File: src/design/ldo_regs_defs.svh
// Purpose: Offsets, field positions and reset values of the regulator bank
// Assumes: Byte addresses are four times the printed register index
// Notes:   Definitions only
`ifndef LDO_REGS_DEFS_SVH
`define LDO_REGS_DEFS_SVH

// Printed register indices
`define LDO_A_LEVEL_IDX   8'h50
`define LDO_A_CONTROL_IDX 8'h51
`define LDO_B_LEVEL_IDX   8'h58
`define LDO_B_CONTROL_IDX 8'h59
`define LDO_C_LEVEL_IDX   8'h60
`define LDO_C_CONTROL_IDX 8'h61
// Interrupt status and mask, index chosen here
`define IRQ_STATUS_IDX    8'h70
`define IRQ_MASK_IDX      8'h71

// Field positions
`define LEVEL_MSB        5
`define CTRL_ENABLE_BIT  7
`define CTRL_DISCH_BIT   2
`define CTRL_FLTEN_BIT   1
`define CTRL_PGOOD_BIT   0

// Reset values
`define LEVEL_RESET      6'h00
`define IRQ_MASK_RESET   6'h00

`endif

File: src/design/ldo_regs_pkg.sv
// Purpose: Types shared by the regulator register bank
// Assumes: Three regulators
// Notes:   Constants live in ldo_regs_defs.svh
package ldo_regs_pkg;

    typedef struct packed {
        logic       enable;
        logic       shutdown_discharge_enable;
        logic       fault_irq_enable;
        logic [5:0] output_level_code;
    } ldo_ctrl_t;

    typedef struct packed {
        logic        psel;
        logic        penable;
        logic        pwrite;
        logic [11:0] paddr;
        logic [31:0] pwdata;
    } apb_req_t;

endpackage : ldo_regs_pkg

File: src/design/ldo_regulator_control_regs.sv
// Purpose: APB register bank for three linear regulators
// Assumes: Power-good and fault inputs already synchronous to clk_sys
// Notes:   Zero wait states; unmapped addresses raise pslverr
//
// How it works
// Each level register holds a 6-bit writable code in bits 5:0, bits 7:6 read-only.
// Control bit 7 is a writable enable that turns the regulator on or off.
// Control bit 2 discharges the output while the regulator is shut down.
// Control bit 1 lets that regulator's faults raise interrupts when set.
// Control bit 0 reads power-good status and ignores writes.
// Control bits 6:3 are reserved and read-only.
// Reserved bits read zero and writes to them never disturb other fields.
//
// The APB slave port was decided locally.
`timescale 1ns/1ps
`include "ldo_regs_defs.svh"

module ldo_regulator_control_regs
    import ldo_regs_pkg::*;
#(
    parameter int NUM_LDO = 3
) (
    // Clock and reset
    input  wire logic                  clk_sys,
    input  wire logic                  rst,
    // APB slave
    input  wire apb_req_t              apb_req,
    output logic [31:0]                prdata,
    output logic                       pready,
    output logic                       pslverr,
    // Regulator analog side
    input  wire logic [NUM_LDO-1:0]    power_good,
    input  wire logic [NUM_LDO-1:0]    ldo_fault,
    output logic [NUM_LDO-1:0]         ldo_enable,
    output logic [NUM_LDO-1:0]         discharge_on,
    output logic [NUM_LDO*6-1:0]       output_level_code,
    // Interrupt
    output logic                       irq
);

    // Register map has room for exactly three regulators
    if (NUM_LDO != 3) begin : g_bad_count
        $error("NUM_LDO must be 3 to match the register map");
    end

    ////////////////////////////////////////////////////////////////////////
    // Address decode

    ldo_ctrl_t                 ctrl [NUM_LDO];
    logic [5:0]                irq_status;
    logic [5:0]                irq_mask;
    logic [9:0]                word_idx;
    logic                      access;
    logic                      wr_en;
    logic [NUM_LDO-1:0]        hit_level;
    logic [NUM_LDO-1:0]        hit_ctrl;
    logic                      hit_status;
    logic                      hit_mask;
    logic                      mapped;
    logic [NUM_LDO-1:0]        pg_prev;
    logic [5:0]                event_in;

    assign word_idx   = apb_req.paddr[11:2];
    assign access     = apb_req.psel && apb_req.penable;
    assign hit_level  = {word_idx == 10'(`LDO_C_LEVEL_IDX),
                         word_idx == 10'(`LDO_B_LEVEL_IDX),
                         word_idx == 10'(`LDO_A_LEVEL_IDX)};
    assign hit_ctrl   = {word_idx == 10'(`LDO_C_CONTROL_IDX),
                         word_idx == 10'(`LDO_B_CONTROL_IDX),
                         word_idx == 10'(`LDO_A_CONTROL_IDX)};
    assign hit_status = word_idx == 10'(`IRQ_STATUS_IDX);
    assign hit_mask   = word_idx == 10'(`IRQ_MASK_IDX);
    assign mapped     = (|hit_level) || (|hit_ctrl) || hit_status || hit_mask;
    assign wr_en      = access && apb_req.pwrite && mapped;

    // Unmapped words answer with pslverr and read as zero
    // Always ready: no register needs more than one access cycle
    assign pready  = 1'b1;
    assign pslverr = access && !mapped;

    ////////////////////////////////////////////////////////////////////////
    // Regulator fields

    for (genvar i = 0; i < NUM_LDO; i++) begin : g_ldo
        always_ff @(posedge clk_sys) begin
            if (rst) begin
                ctrl[i] <= '0;
            end else begin
                if (wr_en && hit_level[i])
                    ctrl[i].output_level_code <=
                        apb_req.pwdata[`LEVEL_MSB:0];
                if (wr_en && hit_ctrl[i]) begin
                    ctrl[i].enable <=
                        apb_req.pwdata[`CTRL_ENABLE_BIT];
                    ctrl[i].shutdown_discharge_enable <=
                        apb_req.pwdata[`CTRL_DISCH_BIT];
                    ctrl[i].fault_irq_enable <=
                        apb_req.pwdata[`CTRL_FLTEN_BIT];
                end
            end
        end

        assign ldo_enable[i]   = ctrl[i].enable;
        // Discharge only while off, never fights a live output
        assign discharge_on[i] = ctrl[i].shutdown_discharge_enable
                                 && !ctrl[i].enable;
        assign output_level_code[i*6 +: 6] = ctrl[i].output_level_code;
    end

    ////////////////////////////////////////////////////////////////////////
    // Interrupts: bits 2:0 fault, bits 5:3 power-good loss

    // Reset low, so a regulator that is off never shows a false loss
    always_ff @(posedge clk_sys) begin
        if (rst)
            pg_prev <= '0;
        else
            pg_prev <= power_good;
    end

    always_comb begin
        event_in = 6'h00;
        for (int k = 0; k < NUM_LDO; k++) begin
            event_in[k]     = ldo_fault[k] && ctrl[k].fault_irq_enable;
            event_in[k + 3] = pg_prev[k] && !power_good[k];
        end
    end

    // Set wins over a write-one clear in the same cycle
    always_ff @(posedge clk_sys) begin
        if (rst)
            irq_status <= 6'h00;
        else if (wr_en && hit_status)
            irq_status <= (irq_status & ~apb_req.pwdata[5:0]) | event_in;
        else
            irq_status <= irq_status | event_in;
    end

    always_ff @(posedge clk_sys) begin
        if (rst)
            irq_mask <= `IRQ_MASK_RESET;
        else if (wr_en && hit_mask)
            irq_mask <= apb_req.pwdata[5:0];
    end

    assign irq = |(irq_status & irq_mask);

    ////////////////////////////////////////////////////////////////////////
    // Read data, registered on the setup edge

    // Latched at the setup edge so the access phase needs no wait state
    always_ff @(posedge clk_sys) begin
        if (rst) begin
            prdata <= 32'h0000_0000;
        end else if (apb_req.psel && !apb_req.penable && !apb_req.pwrite) begin
            prdata <= 32'h0000_0000;
            for (int k = 0; k < NUM_LDO; k++) begin
                if (hit_level[k])
                    prdata[5:0] <= ctrl[k].output_level_code;
                if (hit_ctrl[k])
                    prdata[7:0] <= {ctrl[k].enable, 4'h0,
                                    ctrl[k].shutdown_discharge_enable,
                                    ctrl[k].fault_irq_enable,
                                    power_good[k]};
            end
            if (hit_status)
                prdata[5:0] <= irq_status;
            if (hit_mask)
                prdata[5:0] <= irq_mask;
        end
    end
endmodule : ldo_regulator_control_regs

File: config.mk
export PLATFORM = sky130hd
export DESIGN_NAME = ldo_regulator_control_regs
export DESIGN_NICKNAME = d
export VERILOG_FILES = /design/src/design/ldo_regs_pkg.sv /design/src/design/ldo_regulator_control_regs.sv
export VERILOG_INCLUDE_DIRS = /design/src /design/src/design
export SDC_FILE = /design/constraint.sdc
export NUM_CORES = 1
export LEC_CHECK = 0
export ABC_AREA = 1
export ABC_CLOCK_PERIOD_IN_PS = 2500
export BUFFER_PORTS_ARGS = -buffer_cell sky130_fd_sc_hd__buf_2
export CORE_UTILIZATION = 50
export DETAILED_ROUTE_END_ITERATION = 16
export PLACE_DENSITY = 0.81
export SETUP_SLACK_MARGIN = 0.05
export SYNTH_ARGS = -nofsm -noshare
export SYNTH_HDL_FRONTEND = slang
export SYNTH_SLANG_ARGS = --single-unit
export TNS_END_PERCENT = 5
File: constraint.sdc
create_clock -name clk_sys -period 2.5 [get_ports clk_sys]
set_input_delay 0.5 -clock clk_sys [delete_from_list [all_inputs] [get_ports clk_sys]]
set_output_delay 0.5 -clock clk_sys [all_outputs]
set_load 0.05 [all_outputs]
# Word-level counts from Yosys, hierarchy flattened
# Memories as Yosys holds them, arrays and structs flattened.
# Cells that the tools add are included.
# totals
regBits	23
ramBits	27
in_bits	55
word_cells	109
memories	1
# memory_table
name	depth	word_bits	rd	rd_ports_with_merged_regs	wr	line	text
ctrl	3	9	3	0	3	ldo_regulator_control_regs.sv:49	ldo_ctrl_t ctrl [NUM_LDO];
# classes
n_eq_ne	8
muxes	41
n_bitwise	17
reduce_logical	38
# ops
cell	n
equality test 10 x 7 -> 1 bit (second input constant)	8
2-to-1 mux 6 bit	9
2-to-1 mux 1 bit	29
2-to-1 mux 8 bit	3
logical AND 1 bit	23
bitwise AND 6 bit	2
bitwise OR 1 bit	12
bitwise OR 6 bit	2
zero test 1 bit	9
NOT 6 bit	1
OR reduction 3 bit	2
OR reduction 6 bit	1
logical OR 1 bit	3

# Logic depth before layout (Yosys ltp)
# logic_depth
depth_word	11
mapped_depth	13

# Worst setup path before layout
# OpenSTA, ideal clock, no wires.
# synth_path
path_type	input port to output port
start	input port apb_req[35] (netlist bit)
end	output port pslverr
t_arrival_ns	1.775
t_required_ns	2.000
slack_ns	0.225
path_stages	8
cell_sequence	inv_1 -> nand2_1 -> inv_2 -> nand3_4 -> inv_1 -> o21ai_1 -> nand4_4 -> nor2_1
# synth_via
elab_chain_len	7
word_cells_on_any_way	15
classes_between	8 x eq/ne; 7 x reduce/logical
# synth_lines
item	line	text
start, declared	ldo_regulator_control_regs.sv:27	input wire apb_req_t apb_req,
equality test 10 x 7 -> 1 bit (tied with other cells)	ldo_regulator_control_regs.sv:67	word_idx == 10'(`LDO_A_LEVEL_IDX)};
OR reduction 3 bit	ldo_regulator_control_regs.sv:73	assign mapped = (|hit_level) || (|hit_ctrl) || hit_status || hit_mask;
logical OR 1 bit (2 in series)	ldo_regulator_control_regs.sv:73	
logical OR 1 bit *	ldo_regulator_control_regs.sv:73	
zero test 1 bit *	ldo_regulator_control_regs.sv:79	assign pslverr = access && !mapped;
logical AND 1 bit *	ldo_regulator_control_regs.sv:79	
end, declared	ldo_regulator_control_regs.sv:30	output logic pslverr,
# Every way passes the cells marked *; elsewhere a longest branch is shown, timed or not.

# Worst setup path in the final report
# layout_path
start	input port apb_req[39] (netlist bit)
end	output port pslverr
# The elaborated chain is that of the path after synthesis.

==> results.md <==
* Status: finished clean
* DRC at 0
* Insertion delay to the later sink of the worst-skew pair at 0.30 ns
* Leakage power summed over all cells at 1.464 nW
* Top library cells by usage in the layout, fill and taps aside: sky130_fd_sc_hd__nand2_1 (65), sky130_fd_sc_hd__buf_2 (60), sky130_fd_sc_hd__nor2_1 (48), sky130_fd_sc_hd__inv_1 (35), sky130_fd_sc_hd__edfxtp_1 (27)
* Final setup vio count at 0
* Die area at 6332 µm²
* Arithmetic-cell share of the synthesized area counting full adders, half adders and majority gates at 0%
* Fraction of layout instances using a drive strength above 1 at 29.93%
* Data arrival at the endpoint of the critical path at 1.72 ns
* Cell Area, Synth at ~3000 µm²
* Storage cell area at 1251 µm²
* Simple-gate area share of the yosys netlist at 30.35%
* Critical path capture point: pslverr
* Number of distinct library cells after synthesis at 34
* Number of antenna violations at the first check in global routing at 0
* Reg-to-reg critical path startpoint: ctrl[1][0]
* Cell type with the largest total area after synthesis: sky130_fd_sc_hd__edfxtp_1
* Largest net degree at the start of global routing at 16
* Buffer count from post-CTS setup fixing at 0
* Post-Place Cells at 475
* TritonCTS sink count at 49
* Clock transition at the register clock pins on the worst setup and hold paths after CTS at ~0.09 ns
* Worst reg2reg path depth at 6
* First-pass GRT wire length at 10300 µm
* Starting utilization of the core area at 53.34%
* Max Cap Viol at 0
* Max frequency at 451.1 MHz
* Number of buffers created by CTS at 5
* Dominant combinational cell family by area after synthesis: simple AND/OR/NAND/NOR gates
* Total global routing overflow at 0
* Met3 layer wire length in the routed design at 487 µm
* Post-route antenna net violation count at 0
* Growth of design area from synthesis to finish at 7.651%
* Part of the cycle the worst path needs at 88.67%
* Critical path fanouts, max at 11
* Number of endpoints with negative hold slack in the final report at 0
* Post-DP HPWL at about 5500 µm
* Rel. slew slack at approximately 66%
* IR Drop Worst-Case VDD at 342.0 µV
* Cell at the root of the clock tree: sky130_fd_sc_hd__clkbuf_8
* Critical Path Start: apb_req[39]
* Core area at roughly 5600 µm²
* Flip-flop and latch count after synthesis at slightly below 50
* Compound-Gate Fraction of Synth Area at around 8.9%
* Multi-input gate area at 1277 µm²
* Biggest area contributors in the synthesized netlist: sky130_fd_sc_hd__edfxtp_1 (27%), sky130_fd_sc_hd__dfxtp_1 (15%), sky130_fd_sc_hd__buf_4 (12%)
* Count of vias placed by the detailed router at about 2500
* Data required time at the worst endpoint at 2.00 ns
* Vias in the first global route at 2242
* Tightest Hold Check Type: in -> reg
* Share of cell area taken by muxes after synthesis at 0%
* Routed wire length per instance at about 14 µm
* Filler instances at 526
* Gates resized, CTS repair at 0
* Minimum clock period at around 2.2 ns
* H-Tree Depth at 2
* Number of ports placed on the die boundary at 114
* Actual slew at the worst max-slew pin at 0.5030 ns
* Number of port buffers at 60
* ANT cells at 0
* Overall track demand over capacity in global routing at 21.69%
* DR WL met2 at ~3400 µm
* Post-synth top area share at between 20% and 30%
* Power density normalized to cell area at between 500 and 600 nW/µm²
* Avg Vias per Cell at 5.159
* Post-synthesis instance total at between 300 and 400
* Hold bufs inserted after CTS at 0
* Routed WL at 6799 µm
* Max clock buf depth at 2
* Clk_skew at 0.01082 ns
* Drt pass-1 iters at 5
* Critical Path Sink Type: output pin
* Die height at about 80 µm
* Synthesis Warnings at 0
* RePlAce Congestion at a little over 0.9
* Die extent in x at 79.58 µm
* Drt initial violations at 151
* TritonCTS clock tree: yes
* Number of rows created at floorplan at 27
* Share of synthesized area occupied by flip-flops and latches at 41.58%
* Top routing layer used: met4
* Xor/xnor cell area share of the yosys netlist at 0%
* Met1 Wirelength at between 2000 and 3000 µm
* Setup Crit Path Kind: in -> out
* Setup slack of the most critical reg-to-reg path at 1.36 ns
* Number of max-slew violations in the final report at 0
* NumNets Final at 465
* RSZ-0062 raised after global routing: false
* Leading cell type in the layout, fill and taps excluded: sky130_fd_sc_hd__nand2_1
* Post-synthesis average cell area at 8.267 µm²
* End of the worst register-to-register path: prdata[0]
* Hold wc startpoint: ldo_fault[2]
* CP Launch Type: primary input
* Setup Total Neg Slack at 0 ns
* Post-Layout Cell Count at 483
## metal layers
layer | global-route usage (%) | up-vias
li1 | - | 1202
met1 | 26.24 | 1148
met2 | 37.86 | 127
met3 | 2.857 | 15
met4 | 10.18 | 0
met5 | 0 | -
## registers in the layout (all words and copies together) (netlist names)
| signal | flops |
|---|---|
| ctrl | 27 |
| prdata | 7 |
| irq_mask | 6 |
| irq_status | 6 |
| pg_prev | 3 |
## worst max-delay path, cell delays in order
cell and delay, ns:
sky130_fd_sc_hd__buf_2 0.10, sky130_fd_sc_hd__inv_1 0.07, sky130_fd_sc_hd__nand2_1 0.07, sky130_fd_sc_hd__nor2_2 0.04
sky130_fd_sc_hd__buf_4 0.17, sky130_fd_sc_hd__o21ai_1 0.21, sky130_fd_sc_hd__nand4_4 0.17, sky130_fd_sc_hd__nor2_1 0.11
sky130_fd_sc_hd__buf_2 0.27
## power breakdown
group | switching, mW | internal (mW)
registers | 0.0205 | 0.879
clock network | 0.259 | 0.194
logic | 0.258 | 0.0568
total | 0.538 | 1.13
## stage by stage
| step | total power, mW | area, µm² | hold WS (ns) | setup slack, ns | util (%) |
|---|---|---|---|---|---|
| floorplan | 1.205 | 3099 | 0.4287 | 0.2250 | - |
| global placement | 1.227 | 3154 | 0.4337 | 0.2265 | 55.91 |
| detailed placement | 1.231 | 3154 | 0.4457 | 0.1814 | 55.91 |
| CTS | 1.675 | 3239 | 0.4281 | 0.2842 | 57.42 |
| global route | 1.727 | 3239 | 0.4256 | 0.1662 | 57.42 |
| finish | 1.668 | 3239 | 0.4323 | 0.2834 | 57.42 |
## worst min path at each step
stage | endpoint | slack [ns] | cells after the start
2_1_floorplan | irq_status[3] | 0.43 | 2
3_3_place_gp | irq_status[3] | 0.43 | 2
3_5_place_dp | irq_status[3] | 0.45 | 2
4_1_cts | irq_status[0] | 0.43 | 3
5_1_grt | irq_status[0] | 0.43 | 3
6_report | irq_status[2] | 0.43 | 3
## cells in the mapped netlist
master / count
sky130_fd_sc_hd__nand4_1: 13
sky130_fd_sc_hd__a21oi_1: 17
sky130_fd_sc_hd__nand4_4: 1
sky130_fd_sc_hd__nand2_2: 4
sky130_fd_sc_hd__nor3_1: 2
sky130_fd_sc_hd__edfxtp_1: 27
sky130_fd_sc_hd__o21ai_0: 11
sky130_fd_sc_hd__inv_2: 4
sky130_fd_sc_hd__a21oi_2: 4
sky130_fd_sc_hd__clkbuf_1: 2
sky130_fd_sc_hd__buf_12: 1
sky130_fd_sc_hd__o2111ai_1: 1
sky130_fd_sc_hd__buf_4: 47
sky130_fd_sc_hd__o21ai_1: 3
sky130_fd_sc_hd__nor2_8: 1
sky130_fd_sc_hd__buf_2: 3
sky130_fd_sc_hd__inv_4: 2
sky130_fd_sc_hd__a31oi_1: 1
sky130_fd_sc_hd__inv_6: 1
sky130_fd_sc_hd__inv_1: 35
sky130_fd_sc_hd__nor2_2: 8
sky130_fd_sc_hd__nor2_1: 48
sky130_fd_sc_hd__o221ai_1: 3
sky130_fd_sc_hd__clkinv_1: 2
sky130_fd_sc_hd__nand3_1: 12
sky130_fd_sc_hd__nand2_4: 3
sky130_fd_sc_hd__o21ai_2: 4
sky130_fd_sc_hd__nand3_2: 4
sky130_fd_sc_hd__nand2_1: 65
sky130_fd_sc_hd__nor2_4: 6
sky130_fd_sc_hd__nor3_2: 1
sky130_fd_sc_hd__dfxtp_1: 22
sky130_fd_sc_hd__conb_1: 2
sky130_fd_sc_hd__nand3_4: 4
## kinds of logic (layout without fill, tap and decap cells)
logic type	Yosys count	count (layout)
AO/OA/AOI/OAI	44	44
buffers and inverters	97	120
flip-flops	49	49
other	2	26
AND/OR/NAND/NOR	172	172
## area by class of cell
cell class	count	share of cell area, %
flip-flops and latches	49	38.62
inverters	44	5.407
clock buffers	5	2.124
multi-input cells	242	39.44
well taps	72	2.781
clock inverters	3	0.5021
repair buffers	68	11.12
(Power assumes the default switching activity.)
